==> config.mk <==
export PLATFORM = sky130hd
export DESIGN_NAME = mscs_motor_start_select
export DESIGN_NICKNAME = d
export VERILOG_FILES = /design/src/verilog/mscs_pkg.sv /design/src/verilog/mscs_motor_start_select.sv
export VERILOG_INCLUDE_DIRS = /design/src /design/src/verilog
export SDC_FILE = /design/constraint.sdc
export NUM_CORES = 1
export LEC_CHECK = 0
export BUFFER_PORTS_ARGS = -buffer_cell sky130_fd_sc_hd__buf_4
export CELL_PAD_IN_SITES_DETAIL_PLACEMENT = 0
export CELL_PAD_IN_SITES_GLOBAL_PLACEMENT = 1
export CORE_MARGIN = 1
export CORE_UTILIZATION = 40
export CTS_BUF_LIST = sky130_fd_sc_hd__clkbuf_8
export CTS_CLUSTER_DIAMETER = 80
export DETAILED_ROUTE_END_ITERATION = 6
export PLACE_DENSITY_LB_ADDON = 0.1
export SKIP_CTS_REPAIR_TIMING = 1
export SLEW_MARGIN = 20
export SYNTH_ARGS = -nofsm -noshare
export SYNTH_HDL_FRONTEND = slang
export SYNTH_SLANG_ARGS = --single-unit
==> constraint.sdc <==
create_clock -name mclk_in -period 11 [get_ports mclk_in]
set_clock_uncertainty 0.2 [all_clocks]
set_input_delay 1.1 -clock mclk_in [delete_from_list [all_inputs] [get_ports mclk_in]]
set_output_delay 1.1 -clock mclk_in [all_outputs]
set_load 0.03 [all_outputs]
==> src/verilog/mscs_consts.svh <==
// Constants for the motor start condition selector
`ifndef MSCS_CONSTS_SVH
`define MSCS_CONSTS_SVH
`define MSCS_KT_SHIFT_LSB     4
`define MSCS_KT_SHIFT_W       3
`define MSCS_KT_MANT_W        4
`define MSCS_KT_DIG_W         11
`define MSCS_KT_UV_PER_LSB    920
`define MSCS_KT_UV_W          21
`define MSCS_CLK_HZ           10000000
`define MSCS_BRAKE_UNIT_MS    100
`define MSCS_BRAKE_UNIT_CYC   ((`MSCS_CLK_HZ / 1000) * `MSCS_BRAKE_UNIT_MS)
`define MSCS_SPEED_DET_MS     10
`define MSCS_SPEED_DET_CYC    ((`MSCS_CLK_HZ / 1000) * `MSCS_SPEED_DET_MS)
`define MSCS_CNT_W            24
`define MSCS_ALIGN_PATTERN    6'h18
`define MSCS_BRAKE_PATTERN    6'h07
`endif

==> src/verilog/mscs_pkg.sv <==
// Types for the motor start condition selector
`default_nettype none
package mscs_pkg;
  typedef enum logic [3:0] {
    MSCS_IDLE,
    MSCS_DETECT,
    MSCS_REV_WAIT,
    MSCS_REV_DRIVE,
    MSCS_COAST,
    MSCS_BRAKE,
    MSCS_POS_DETECT,
    MSCS_ALIGN,
    MSCS_ACCEL,
    MSCS_CLOSED
  } mscs_state_t;
endpackage
`default_nettype wire

==> src/verilog/mscs_motor_start_select.sv <==
// Start-up decision logic for a sensorless three-phase motor driver
`include "mscs_consts.svh"
`timescale 1ns/100ps
`default_nettype none
module mscs_motor_start_select #(
  parameter int unsigned SPEED_DET_CYC = `MSCS_SPEED_DET_CYC,
  parameter int unsigned BRAKE_UNIT_CYC = `MSCS_BRAKE_UNIT_CYC
) (
  // Clock, reset, enable
  input  wire logic        mclk_in,
  input  wire logic        sys_rst_in,
  input  wire logic        clk_en_in,
  // Configuration
  input  wire logic [6:0]  motor_velocity_constant_in,
  input  wire logic        initial_speed_detect_en_in,
  input  wire logic        resync_en_in,
  input  wire logic        reverse_drive_en_in,
  input  wire logic        initial_position_detect_en_in,
  input  wire logic [2:0]  brake_duration_setting_in,
  input  wire logic [1:0]  reverse_drive_speed_limit_in,
  // Start request and motor sensing
  input  wire logic        start_in,
  input  wire logic        cmp_uv_in,
  input  wire logic        cmp_uw_in,
  input  wire logic        spin_forward_in,
  input  wire logic [1:0]  spin_speed_level_in,
  input  wire logic        speed_ok_in,
  input  wire logic        zero_speed_in,
  input  wire logic        pos_detect_done_in,
  input  wire logic        align_done_in,
  input  wire logic        closed_loop_ready_in,
  // Decoded constant, state and drive
  output logic [20:0]      velocity_const_uv_out,
  output logic [3:0]       start_state_out,
  output logic [5:0]       gate_pattern_out,
  output logic             gate_drive_en_out,
  output logic             stationary_out
);
  mscs_pkg::mscs_state_t state_q, state_d;
  logic [`MSCS_CNT_W-1:0] cnt_q, cnt_d;
  logic uv_q, uw_q, uv_d, uw_d;
  logic stat_q, stat_d;
  logic [5:0] pat_q, pat_d;
  logic en_q, en_d;
  logic [20:0] kt_q, kt_d;
  logic [2:0] kshift;
  logic [3:0] kmant;
  logic [10:0] kdig;
  logic toggled;
  logic [`MSCS_CNT_W-1:0] brake_cyc;

  assign kshift = motor_velocity_constant_in[`MSCS_KT_SHIFT_LSB +:
                                             `MSCS_KT_SHIFT_W];
  assign kmant  = motor_velocity_constant_in[`MSCS_KT_MANT_W-1:0];
  // Any shift with any mantissa decodes alike, listed or not
  assign kdig   = 11'(kmant) << kshift;
  // History tracks in IDLE too, so DETECT never opens on a false edge
  assign toggled = (cmp_uv_in != uv_q) || (cmp_uw_in != uw_q);
  // Counter width covers seven units of the default brake time
  assign brake_cyc = `MSCS_CNT_W'(BRAKE_UNIT_CYC) *
                     `MSCS_CNT_W'(brake_duration_setting_in);

  always_comb begin
    state_d = state_q;
    cnt_d   = cnt_q;
    uv_d    = cmp_uv_in;
    uw_d    = cmp_uw_in;
    stat_d  = stat_q;
    pat_d   = 6'h00;
    en_d    = 1'b0;
    kt_d    = 21'(kdig) * 21'(`MSCS_KT_UV_PER_LSB);
    case (state_q)
      mscs_pkg::MSCS_IDLE: begin
        cnt_d = '0;
        if (start_in) begin
          if (initial_speed_detect_en_in) begin
            // Fresh verdict each start; an old one must not leak
            stat_d  = 1'b0;
            state_d = mscs_pkg::MSCS_DETECT;
          end else begin
            stat_d  = 1'b1;
            state_d = mscs_pkg::MSCS_COAST;
          end
        end
      end
      mscs_pkg::MSCS_DETECT: begin
        // Window restarts on each edge, so only true silence counts
        if (toggled) begin
          cnt_d = '0;
          if (spin_forward_in) begin
            if (resync_en_in && speed_ok_in) begin
              state_d = mscs_pkg::MSCS_CLOSED;
            end
          end else begin
            stat_d  = 1'b0;
            state_d = mscs_pkg::MSCS_REV_WAIT;
          end
        end else if (cnt_q >= `MSCS_CNT_W'(SPEED_DET_CYC - 1)) begin
          stat_d  = 1'b1;
          cnt_d   = '0;
          state_d = mscs_pkg::MSCS_BRAKE;
        end else begin
          cnt_d = cnt_q + 1'b1;
        end
      end
      mscs_pkg::MSCS_REV_WAIT: begin
        // Too fast to reverse drive or brake safely: keep coasting
        if (spin_speed_level_in <= reverse_drive_speed_limit_in) begin
          state_d = reverse_drive_en_in ? mscs_pkg::MSCS_REV_DRIVE
                                        : mscs_pkg::MSCS_COAST;
        end
      end
      mscs_pkg::MSCS_REV_DRIVE: begin
        en_d = 1'b1;
        if (zero_speed_in) begin
          state_d = mscs_pkg::MSCS_ACCEL;
        end
      end
      mscs_pkg::MSCS_COAST: begin
        cnt_d = '0;
        if (brake_duration_setting_in != 3'h0) begin
          state_d = mscs_pkg::MSCS_BRAKE;
        end else if (stat_q || zero_speed_in) begin
          // Brake disabled: rotor must come to rest on its own
          state_d = mscs_pkg::MSCS_BRAKE;
        end
      end
      mscs_pkg::MSCS_BRAKE: begin
        if ((brake_duration_setting_in != 3'h0) &&
            (cnt_q < brake_cyc)) begin
          pat_d = `MSCS_BRAKE_PATTERN;
          en_d  = 1'b1;
          cnt_d = cnt_q + 1'b1;
        end else begin
          cnt_d   = '0;
          stat_d  = 1'b1;
          // Position is unknown after a stop, so re-phase first
          state_d = initial_position_detect_en_in ?
                    mscs_pkg::MSCS_POS_DETECT : mscs_pkg::MSCS_ALIGN;
        end
      end
      mscs_pkg::MSCS_POS_DETECT: begin
        // Rotor stays still; probing pulses come from the sensing block
        if (pos_detect_done_in) begin
          state_d = mscs_pkg::MSCS_ACCEL;
        end
      end
      mscs_pkg::MSCS_ALIGN: begin
        pat_d = `MSCS_ALIGN_PATTERN;
        en_d  = 1'b1;
        if (align_done_in) begin
          state_d = mscs_pkg::MSCS_ACCEL;
        end
      end
      mscs_pkg::MSCS_ACCEL: begin
        // The acceleration profile itself lives in the drive block
        en_d = 1'b1;
        if (closed_loop_ready_in) begin
          state_d = mscs_pkg::MSCS_CLOSED;
        end
      end
      mscs_pkg::MSCS_CLOSED: begin
        en_d = 1'b1;
        if (!start_in) begin
          state_d = mscs_pkg::MSCS_IDLE;
        end
      end
      default: begin
        state_d = mscs_pkg::MSCS_IDLE;
      end
    endcase
    if (!start_in) begin
      state_d = mscs_pkg::MSCS_IDLE;
      en_d    = 1'b0;
      pat_d   = 6'h00;
    end
  end

  // Clock enable low holds every register, outputs included
  always_ff @(posedge mclk_in) begin
    if (sys_rst_in) begin
      state_q <= mscs_pkg::MSCS_IDLE;
      cnt_q   <= '0;
      uv_q    <= 1'b0;
      uw_q    <= 1'b0;
      stat_q  <= 1'b0;
      pat_q   <= 6'h00;
      en_q    <= 1'b0;
      kt_q    <= '0;
    end else if (clk_en_in) begin
      state_q <= state_d;
      cnt_q   <= cnt_d;
      uv_q    <= uv_d;
      uw_q    <= uw_d;
      stat_q  <= stat_d;
      pat_q   <= pat_d;
      en_q    <= en_d;
      kt_q    <= kt_d;
    end
  end

  assign velocity_const_uv_out = kt_q;
  assign start_state_out       = 4'(state_q);
  assign gate_pattern_out      = pat_q;
  assign gate_drive_en_out     = en_q;
  assign stationary_out        = stat_q;
endmodule // mscs_motor_start_select
`default_nettype wire

Word-level counts from Yosys, hierarchy flattened
Cells that the tools add are included.
Word-level totals
  input port bits: 30
  flip-flop bits (word level): 56
  output and inout bits: 33
Operators by class
  eq/ne operators: 25
  shift-type cells: 1
  reductions and logical operators: 13
  add/subtract/negate cells: 1
  multiply operators: 2
  muxes and demuxes: 34
  $lt $le $gt $ge: 3
Operator list (count)
  $mux W24: 3
  $pmux W24 S3: 1
  $mux W4: 13
  $pmux W4 S10: 1
  $add A24 B1 Y24 const B: 1
  $ge A24 B17 Y1 const B: 1
  $lt A24 B23 Y1: 1
  $ne A3 B3 Y1 const B: 8
  $mul A11 B7 Y18 const B: 1
  $mul A14 B3 Y17 const A: 1
  $eq A4 B3 Y1 const B: 4
  $reduce_and A11 Y1: 1
  $shl A4 B3 Y11: 1
  $pmux W5 S2: 1
  $mux W1: 9
  $mux W3: 3
  $reduce_bool A3 Y1: 3
  $eq A4 B2 Y1 const B: 2
  $eq A4 B4 Y1 const B: 2
  $ne A4 B4 Y1 const B: 2
  $mux W6: 1
  $ne A2 B2 Y1 const B: 3
  $reduce_and A6 Y1: 1
  $ne A5 B5 Y1 const B: 1
  other kinds (11): 14

Logic depth before layout (Yosys ltp)
Gate-level depths: netlist of run 1.
  depth after elaboration: 6
  gate-level depth with buffers: 22
  depth with buffers taken out: 22

Worst setup path after synthesis of run 1
OpenSTA, ideal clock, no wires.
  path type: input -> register
  start point: in motor_velocity_constant_in[4]
  end point: reg kt_q[17], in the netlist velocity_const_uv_out[17]
  path buffers: 1
  stages on the path: 18
  path slack: 5.147 ns
  arrival time: 5.536 ns
  library setup time: 0.116 ns
  cell sequence: clkbuf_1 -> mux2_2 -> o21ai_0 -> inv_1 -> nand2_1 -> inv_1 -> fa_1 -> fa_1 -> ha_1 -> inv_1 -> fa_1 -> inv_1 -> ha_1 -> o41ai_1 -> o21ai_1 -> o41ai_1 -> mux2_2 -> a31o_2
On the way
  word-level cells in the longest chain between the ends: 2
RTL lines
  start: declaration: RTL line mscs_motor_start_select.sv:14  | input wire logic [6:0] motor_velocity_constant_in,
  $shl A4 B3 Y11: RTL line mscs_motor_start_select.sv:56  | assign kdig = 11'(kmant) << kshift;
  $mul A11 B7 Y18: RTL line mscs_motor_start_select.sv:71  | kt_d = 21'(kdig) * 21'(`MSCS_KT_UV_PER_LSB);
  end signal: assignment: RTL line mscs_motor_start_select.sv:198  | kt_q <= kt_d;
  end: declaration: RTL line mscs_motor_start_select.sv:45  | logic [20:0] kt_q, kt_d;
Every way passes these cells.
A chain may end at the register's enable or synchronous reset.

Worst setup path after layout of run 1
  start point: in motor_velocity_constant_in[5]
  end point: reg kt_q[17], in the netlist velocity_const_uv_out[17]
Same word-level chain as after synthesis.

==> results of run 1 <==
-- state kept, by name, summed over array words and instances, names as in the netlist --
name	flops
uw_q	1
uv_q	1
stationary_out	1
start_state_out	4
gate_drive_en_out	1
cnt_q	24
velocity_const_uv_out	18
gate_pattern_out	2
-- cell usage in the layout (no fill, tap or decap), types with 4 or more instances in the layout --
| master | Yosys | routed |
|---|---|---|
| nor2_1 | 74 | 74 |
| ha_1 | 72 | 72 |
| inv_1 | 59 | 59 |
| buf_4 | 7 | 58 |
| dfxtp_1 | 52 | 52 |
| nand2_1 | 41 | 41 |
| a21oi_1 | 27 | 27 |
| fa_1 | 22 | 22 |
| o21ai_0 | 21 | 21 |
| xor2_1 | 20 | 20 |
| nor3_1 | 19 | 19 |
| nand3_1 | 18 | 18 |
| xnor2_1 | 16 | 16 |
| mux2i_1 | 13 | 13 |
| nor2b_1 | 10 | 10 |
| nand4_1 | 10 | 10 |
| nand2b_1 | 8 | 8 |
| and3_1 | 6 | 6 |
| clkbuf_8 | 0 | 6 |
| o22ai_1 | 5 | 5 |
| or3_1 | 5 | 5 |
| o41ai_1 | 5 | 5 |
| and2_1 | 4 | 4 |
| o21a_1 | 4 | 4 |
| a211oi_1 | 4 | 4 |
| conb_1 | 1 | 4 |
-- cell families (layout without fill, tap and decap cells) --
group	after synthesis	in the layout
flops	52	52
simple gates	206	206
mux	16	16
compound gates	111	111
fa+ha+maj	95	95
xor+xnor	36	36
buf+inv	85	127
other cells	1	4
-- worst paths after layout --
kind,from,end,slack (ns)
setup / recovery,motor_velocity_constant_in[5],velocity_const_uv_out[17],5.24
hold / removal,velocity_const_uv_out[8],velocity_const_uv_out[8],0.28
setup reg to reg,cnt_q[7],cnt_q[13],8.15
hold reg to reg,velocity_const_uv_out[8],velocity_const_uv_out[8],0.28
-- power by group through the flow --
stage | sequential, mW | clock [mW] | combinational (mW)
floorplan | 0.234 | 0 | 0.183
global placement | 0.215 | 0 | 0.270
detailed placement | 0.214 | 0 | 0.275
CTS | 0.210 | 0.121 | 0.276
global route | 0.212 | 0.130 | 0.307
finish | 0.210 | 0.116 | 0.272
-- through the flow --
| stage | std cells | power, mW | cell area [um^2] |
|---|---|---|---|
| 6_report | 815 | 0.5979 | 5600 |
| 3_5_place_dp | 807 | 0.4888 | 5508 |
| 4_1_cts | 815 | 0.6067 | 5600 |
| 3_3_place_gp | 807 | 0.4844 | 5508 |
| 2_1_floorplan | 605 | 0.4163 | 4972 |
| 5_1_grt | 815 | 0.6491 | 5600 |
-- tightest hold or removal path, delay by kind of cell (launching register included) --
kind	cells	cell delay, ns
compound gates	1	0.05
flops	1	0.32
simple gates	1	0.06
-- layer usage --
metal | part of all wire [%] | routed length (um) | up-vias
met5 | 0 | 0 | -
met4 | 0.69 | 76 | 0
met3 | 2.8 | 310 | 8
met2 | 43 | 4687 | 72
met1 | 54 | 5937 | 1943
li1 | - | - | 2177
-- layout make-up --
| cell class | count | area share [%] |
|---|---|---|
| tap | 168 | 3.753 |
| clock buffer | 6 | 1.475 |
| timing repair buffer | 58 | 7.775 |
| sequential | 52 | 18.59 |
| inverter | 61 | 4.088 |
| clock inverter | 2 | 0.1787 |
| multi-input combinational | 468 | 64.14 |
==> summary.md, run 1 <==
| Metric | Value |
|---|---|
| Status | finished, final reports clean |
| Tightest Hold Check Type | reg2reg |
| P_sw | ~0.23 mW |
| DRC | 0 |
| Fillers | 1,218 |
| Via density per instance | roughly 5.2 |
| Io pins | 63 |
| Reg power frac | a little over a third |
| CTS tree | yes |
| Diode count | 0 |
| RSZ-0062 raised after global routing | no |
| Synth Area per Inst | between 8 and 9 um^2 |
| Die span in x | between 100 and 150 um |
| Final HPWL from detailed placement | 8915 um |
| Req. time, crit path | roughly 11 ns |
| Simple-Gate Fraction of Synth Area | about 20% |
| Port bufs | just under 60 |
| Post-route setup TNS | 0 ns |
| Vias in the first global route | around 3,900 |
| Slew Viols, Final | 0 |
| Tot GR Track Use | 17.86% |
| Worst setup slack after layout | about 5.2 ns |
| Die area | about 0.013 mm^2 |
| Largest family of logic cells by synthesized area | adder cells |
| Drt first pass iters | 4 |
| Xor/xnor cell area share of the yosys netlist | between 6 and 7% |
| Fin crit period | about 5.8 ns |
| Post-synthesis compound-gate area fraction | ~15% |
| First-pass GRT wire length | 18,630 um |
| Final hold violations | 0 |
| M3 GR Usage | under 10% |
| Core Area | between 0.01 and 0.015 mm^2 |
| Critical path's most frequent cell | fa_1 |
| Int Power | around 0.37 mW |
| Grt ovf | 0 |
| Clock latency on the worst-skew pair | a little over 0.3 ns |
| Routed len/inst | between 10 and 15 um |
| Layout area overhead | 12.89% |
| Most Crowded Layer GR | met2 |
| Final Setup Violations | 0 |
| Share of the synthesized area in the top cell type | about a fifth |
| Async S/R FF share, synth | 0% |
| Crit-path slowest cell | fa_1 |
| Multi-input gate area | about 0.0036 mm^2 |
| CP Buf/Inv Count | 3 |
| Global routing usage on met2 | 28.38% |
| Fmax | roughly 170 MHz |
| Largest delay share family, worst path | adder cells |
| CP max stage delay | ~0.60 ns |
| Relative slew slack | 38.03% |
| Yosys warns | 0 |
| Most used DFF post-synth | dfxtp_1 |
| Nets@finish | 770 |
| FF+latch count, synth | 52 |
| Post-synth EDFFs | 0 |
| Top post-synthesis cells by count | nor2_1, ha_1, inv_1 |
| Sink Count | 52 |
| Share of cells above drive strength 1 | roughly an eighth |
| TritonCTS buffer count | 5 |
| GPL Wtd Cong | 0.8178 |
| Final WL | between 10,000 and 15,000 um |
| Number of max-cap violations | 0 |
| Max H-tree Level | 2 |
| CP Data Arrival Time | ~5.8 ns |
| Combinational share of power | between 40% and 50% |
| Pre-CTS setup slack | around 4.9 ns |
| Vias | ~4,200 |
| Most frequent cell after synthesis | nor2_1 |
| Synth area leader | dfxtp_1 |
| Worst hold margin | between 0.2 and 0.3 ns |
| Worst Max-Slew Pin Slew | around 0.93 ns |
| Critical Path Source Type | input pin |
| Antenna viol nets, final | 0 |
| Mux share of post-synthesis cell area | ~3.3% |
| Die height | between 100 and 150 um |
| Clock Power Share | 19.4% |
| Initial Utilization | between 40% and 50% |
| Reg2reg path depth | 8 |
| Element type at the critical path end | flip-flop |
| Final Core Density | approximately 46% |
| Mapped Area | 0.004961 mm^2 |
| Synth Area in Adders | between 20% and 30% |
| Leakage | 2.711 nW |
| Sw Share | approximately two fifths |
| Gate Count Post-Synth | 602 |
| Site row count | 40 |
| CTS max path bufs | 2 |
| Final worst path period share | a little over half |
| PwrDens | 106.8 mW/mm^2 |
| DRT iter0 DRCs | between 150 and 200 |
| WP depth | 16 |
| Depth of the worst hold-timing path | 2 |
| Crit path kind | in2reg |
| Clk pin slew, worst setup/hold paths | 0.10 ns |
| Met1 Usage GRT | a little over a quarter |
| Maximum vdd drop | roughly 0.092 mV |
| Netlist cell types | 65 |
| CTS root buf | clkbuf_8 |
| Crit-path cells | buf_4, mux2_2, a22oi_1, o22ai_1, fa_1, fa_1, ha_1, inv_1, fa_1, inv_1, ha_1, o41ai_1, o21ai_1, o41ai_1, mux2_2, a31o_2 |
| Initial antenna violation count | 0 |
| Register area share after synthesis | 20.98% |
| Largest net degree at the start of global routing | 30 |
| Top cells by area, synth | dfxtp_1, ha_1, fa_1, nor2_1, inv_1 |
| Sequential Area | between 0.001 and 0.0015 mm^2 |
| Crit-path max FO | 16 |
Power figures use the tool's default switching activity.
==> run 2: changes to the inputs <==
==> constraint.sdc (replaced) <==
create_clock -name mclk_in -period 5.1 [get_ports mclk_in]
set_clock_uncertainty 0.2 [all_clocks]
set_input_delay 0.51 -clock mclk_in [delete_from_list [all_inputs] [get_ports mclk_in]]
set_output_delay 0.51 -clock mclk_in [all_outputs]
set_load 0.03 [all_outputs]
==> summary.md, run 2 (synthesized netlist as in run 1, its figures left out) <==
| Metric | Value |
|---|---|
| RSZ-0062 raised after global routing | no |
| Nets@finish | 801 (+4.0%) |
| Most common cell after layout, fill and taps aside | buf_4 |
| Reg power frac | 32.6% (-2.5 points) |
| Largest reg by FF count | cnt_q |
| Die height | 113.4 um (unchanged) |
| Drt first pass iters | 4 (unchanged) |
| Fin crit period | between 4 and 5 ns |
| Largest delay share family, worst path | adder cells |
| Via density per instance | 5.050 (-2.0%) |
| Crit-path cells | buf_4, mux2_2, o21ai_0, inv_1, nand2_1, inv_1, fa_1, fa_1, ha_1, inv_1, fa_1, inv_1, ha_1, nor3_1, nor2_1, o41ai_2, o21ai_1, o41ai_2, mux2_2, a31o_2 |
| Final worst path period share | about 95% |
| Int Power | 0.8653 mW (+140%) |
| Final Core Density | 48.71% (+2.3 points) |
| Die area | 0.01285 mm^2 (unchanged) |
| CP max stage delay | 0.53 ns (-0.07 ns) |
| Design Area, Final | 0.005876 mm^2 (+4.9%) |
| First-pass GRT wire length | 19,240 um (+3.3%) |
| Tot GR Track Use | 18.34% (+0.49 points) |
| Number of max-cap violations | 0 (unchanged) |
| Vias | 4,272 (+1.7%) |
| Core Area | 0.01206 mm^2 (unchanged) |
| Most frequent cells in the layout | buf_4, nor2_1, ha_1, inv_1, dfxtp_1 |
| CTS max path bufs | 2 (unchanged) |
| GPL Wtd Cong | 0.8397 (+2.7%) |
| Sink Count | 52 (unchanged) |
| Max reg flops | 24 (unchanged) |
| Clock Power Share | 21.7% (+2.3 points) |
| Leakage | 2.884 nW (+6.4%) |
| Max H-tree Level | 2 (unchanged) |
| Slew Viols, Final | 0 (unchanged) |
| Initial antenna violation count | 0 (unchanged) |
| Crit path kind | in2reg |
| Total power draw | 1.389 mW (+130%) |
| Crit-path max FO | 6 (-10) |
| Status | finished, final reports clean |
| CP Data Arrival Time | 4.89 ns (-0.89 ns) |
| Critical Path Source Type | input pin |
| Crit-path slowest cell | fa_1 |
| Worst Max-Slew Pin Slew | 0.6041 ns (-0.3255 ns) |
| Grt ovf | 0 (unchanged) |
| Final hold violations | 0 (unchanged) |
| Layout area overhead | 18.44% |
| Final Setup Violations | 0 (unchanged) |
| Largest net degree at the start of global routing | 30 (unchanged) |
| Fillers | 1,218 (unchanged) |
| DRT iter0 DRCs | 194 (+1.0%) |
| Clock latency on the worst-skew pair | 0.32 ns (about the same) |
| Element type at the critical path end | flip-flop |
| Site row count | 40 (unchanged) |
| CP Buf/Inv Count | 5 (+2) |
| CTS root buf | clkbuf_8 |
| Die span in x | 113.4 um (unchanged) |
| Routed len/inst | 13.47 um (-0.27%) |
| PwrDens | 236.3 mW/mm^2 (+120%) |
| Antenna viol nets, final | 0 (unchanged) |
| Share of cells above drive strength 1 | 17.26% (+4.7 points) |
| Final HPWL from detailed placement | 9202 um (+3.2%) |
| CTS tree | yes |
| Area after DPL | 0.005753 mm^2 (+4.5%) |
| Maximum vdd drop | 0.1743 mV (+90%) |
| Initial Utilization | 41.13% (unchanged) |
| P_sw | 0.5233 mW (+130%) |
| Critical path's most frequent cell | inv_1 |
| Sw Share | 37.69% (-1.1 points) |
| Port bufs | 58 (unchanged) |
| Vias in the first global route | 4,056 (+2.7%) |
| Relative slew slack | 59.42% (+21 points) |
| Final WL | 11,400 um (+3.5%) |
| Req. time, crit path | 5.13 ns (-5.89 ns) |
| Io pins | 63 (unchanged) |
| Clk pin slew, worst setup/hold paths | 0.11 ns (about the same) |
| TritonCTS buffer count | 5 (unchanged) |
| Fmax | between 200 and 250 MHz |
| Diode count | 0 (unchanged) |
| Combinational share of power | 45.8% (+0.3 points) |
| Tightest Hold Check Type | in2reg |
| DRC | 0 (unchanged) |
## run 2: cell count changes in the layout (fill, tap and decap cells not counted), moves of 2 or more
cell	before	now
clkinv_2	2	0
buf_4	58	89
o41ai_2	0	2
o41ai_1	5	3
## run 2: worst reg2reg max path: stages (launching register included)
cell	delay [ns]
dfxtp_1	0.69
inv_2	0.16
nor3_2	0.18
nand4_1	0.15
or4b_1	0.56
o21ai_4	0.31
nor2_1	0.17
a32o_1	0.29
## run 2: worst paths after layout
path	from	to	slack (ns)	depth (start not counted)
hold reg to reg	velocity_const_uv_out[8]	velocity_const_uv_out[8]	0.28	2
setup reg to reg	start_state_out[2]	start_state_out[1]	2.28	7
setup / recovery	motor_velocity_constant_in[4]	velocity_const_uv_out[17]	0.24	20
hold / removal	cmp_uv_in	uv_q	0.25	3
## run 2: cell type report
class | instances | area, um^2 | share of cell area, %
Timing Repair Buffer | 89 | 668.1 | 11.37
Clock inverter | 3 | 46.29 | 0.7879
Multi-Input combinational cell | 468 | 3612 | 61.48
Sequential cell | 52 | 1041 | 17.72
Tap cell | 168 | 210.2 | 3.578
Clock buffer | 5 | 68.82 | 1.171
Inverter | 61 | 229.0 | 3.897
## run 2: metrics by stage
stage | cells | TNS, ns | hold slack [ns] | worst slack, ns
global placement | 838 | -0.06161 | 0.2636 | -0.06089
detailed placement | 838 | -0.1658 | 0.2630 | -0.1658
finish | 846 | 0 | 0.2480 | 0.2419
CTS | 846 | 0 | 0.2346 | 0.1807
floorplan | 605 | 0 | 0.2493 | 0.0007674
global route | 846 | 0 | 0.2376 | 0.02520
## run 2: power groups by stage
stage	combinational (mW)	sequential, mW	clock, mW
after global placement	0.628	0.462	0
after global routing	0.719	0.456	0.326
after floorplan	0.397	0.504	0
final	0.636	0.452	0.301
after CTS	0.642	0.453	0.312
after detailed placement	0.639	0.462	0
## run 2: metal layers
layer  up-vias  routed length [um]  track usage (%)  share of wire, %
met3        10                 443            2.625               3.9
met2        85                4928            28.79                43
li1       2222                   -                -                 -
met1      1955                5982            27.28                52
met5         -                   0                0                 0
met4         0                  45            2.193              0.39
==> run 3: changes to the inputs <==
--- a/config.mk
+++ b/config.mk
@@ -9,7 +9,6 @@
 export BUFFER_PORTS_ARGS = -buffer_cell sky130_fd_sc_hd__buf_4
 export CELL_PAD_IN_SITES_DETAIL_PLACEMENT = 0
 export CELL_PAD_IN_SITES_GLOBAL_PLACEMENT = 1
-export CORE_MARGIN = 1
 export CORE_UTILIZATION = 40
 export CTS_BUF_LIST = sky130_fd_sc_hd__clkbuf_8
 export CTS_CLUSTER_DIAMETER = 80
==> constraint.sdc (replaced) <==
create_clock -name mclk_in -period 5.6 [get_ports mclk_in]
set_clock_uncertainty 0.2 [all_clocks]
set_input_delay 0.56 -clock mclk_in [delete_from_list [all_inputs] [get_ports mclk_in]]
set_output_delay 0.56 -clock mclk_in [all_outputs]
set_load 0.03 [all_outputs]
==> summary.md, run 3 (synthesized netlist as in run 1, its figures left out) <==
| Metric | Value |
|---|---|
| Slew Viols, Final | 0 (unchanged) |
| Final worst path period share | 92.04% |
| Die height | 113.4 um (unchanged) |
| TritonCTS buffer count | 5 (unchanged) |
| PwrDens | 205.8 mW/mm^2 (-13%) |
| Final hold violations | 0 (unchanged) |
| First-pass GRT wire length | 19,390 um (+0.75%) |
| Final WL | 11,200 um (-1.8%) |
| Most common cell after layout, fill and taps aside | nor2_1 |
| Die span in x | 113.4 um (unchanged) |
| Die area | 0.01285 mm^2 (unchanged) |
| Fin crit period | about 5.2 ns |
| Clock latency on the worst-skew pair | 0.31 ns (about the same) |
| RSZ-0062 raised after global routing | no |
| Critical Path Source Type | input pin |
| Tot GR Track Use | 18.48% (+0.14 points) |
| Fillers | 1,214 (-0.33%) |
| Element type at the critical path end | flip-flop |
| Final HPWL from detailed placement | 9042 um (-1.7%) |
| DRT iter0 DRCs | 256 (+32%) |
| Worst hold margin | 0.2810 ns (+0.03295 ns) |
| CTS root buf | clkbuf_8 |
| Total power draw | 1.157 mW (-17%) |
| Req. time, crit path | 5.61 ns (+0.48 ns) |
| Io pins | 63 (unchanged) |
| Leakage | 2.735 nW (-5.2%) |
| Final Core Density | 46.61% (-2.1 points) |
| Multi-input gate area | 0.003583 mm^2 (-0.80%) |
| Initial Utilization | 41.13% (unchanged) |
| GPL Wtd Cong | 0.8098 (-3.6%) |
| Diode count | 0 (unchanged) |
| Maximum vdd drop | 0.1420 mV (-19%) |
| Worst Max-Slew Pin Slew | 0.6393 ns (+0.03521 ns) |
| Routed len/inst | 13.65 um (+1.3%) |
| Status | finished, final reports clean |
| Antenna viol nets, final | 0 (unchanged) |
| Layout area overhead | 13.32% |
| Final Setup Violations | 0 (unchanged) |
| Sink Count | 52 (unchanged) |
| Initial antenna violation count | 0 (unchanged) |
| Sequential Area | 0.001041 mm^2 (unchanged) |
| Crit-path max FO | 12 (+6) |
| Share of cells above drive strength 1 | 13.04% (-4.2 points) |
| Vias in the first global route | 4,027 (-0.71%) |
| Nets@finish | 776 (-3.1%) |
| Post-route setup TNS | 0 ns (unchanged) |
| Largest reg by FF count | cnt_q |
| Number of max-cap violations | 0 (unchanged) |
| Port bufs | 58 (unchanged) |
| Site row count | 40 (unchanged) |
| Crit path kind | in2reg |
| Largest net degree at the start of global routing | 30 (unchanged) |
| Drt first pass iters | 4 (unchanged) |
| CTS tree | yes |
| CTS max path bufs | 2 (unchanged) |
| Max H-tree Level | 2 (unchanged) |
| Most frequent cells in the layout | nor2_1, ha_1, buf_4, inv_1, dfxtp_1 |
| Max reg flops | 24 (unchanged) |
| Relative slew slack | 57.05% (-2.4 points) |
| Tightest Hold Check Type | reg2reg |
| DRC | 0 (unchanged) |
| Fmax | 194.0 MHz |
| Via density per instance | 5.115 (+1.3%) |
| Clk pin slew, worst setup/hold paths | 0.10 ns (about the same) |
| Core Area | 0.01206 mm^2 (unchanged) |
| CP Data Arrival Time | 5.17 ns (+0.28 ns) |
| Vias | 4,194 (-1.8%) |
| Grt ovf | 0 (unchanged) |
[run 3: worst paths after layout]
| kind | slack (ns) | cells past startpoint | endpoint | start |
|---|---|---|---|---|
| setup / recovery | 0.45 | 18 | velocity_const_uv_out[17] | motor_velocity_constant_in[4] |
| hold / removal | 0.28 | 2 | velocity_const_uv_out[8] | velocity_const_uv_out[8] |
| setup reg to reg | 2.82 | 7 | start_state_out[1] | start_state_out[2] |
| hold reg to reg | 0.28 | 2 | velocity_const_uv_out[8] | velocity_const_uv_out[8] |
[run 3: power by group]
group          switching (mW)  leakage, nW  internal [mW]
logic                   0.309         2.27          0.228
clock network           0.124       0.0452         0.0837
registers              0.0186        0.422          0.394
[run 3: worst max-delay path, cell delays in order]
cell and delay [ns]:
buf_4 0.15, mux2_2 0.36, o21ai_0 0.14, inv_1 0.07, nand2_1 0.10, inv_1 0.10
fa_1 0.54, fa_1 0.42, ha_1 0.29, inv_1 0.05, fa_1 0.49, inv_1 0.04
ha_1 0.25, o41ai_1 0.52, o21ai_1 0.19, o41ai_1 0.31, mux2_2 0.37, a31o_2 0.20
[run 3: layout make-up]
class	count	share of cell area (%)
clock inverters	2	0.1558
clock buffers	5	1.224
flip-flops and latches	52	18.52
inverters	61	4.073
well taps	168	3.739
repair buffers	64	8.547
multi-input cells	468	63.74
[run 3: metal layers]
metal / vias to the layer above / part of all wire (%) / track usage (%)
met5: - / 0 / 0
met3: 4 / 2.5 / 2.571
met1: 1955 / 55 / 27.70
met4: 0 / 0.21 / 2.193
met2: 59 / 42 / 28.79
li1: 2176 / - / -
[run 3: stage by stage]
stage	instances	setup slack, ns	instance area [um^2]
2_1_floorplan	605	0.2874	4972
3_3_place_gp	813	0.1864	5544
3_5_place_dp	813	0.07930	5544
4_1_cts	820	0.4243	5622
5_1_grt	820	0.1620	5622
6_report	820	0.4460	5622
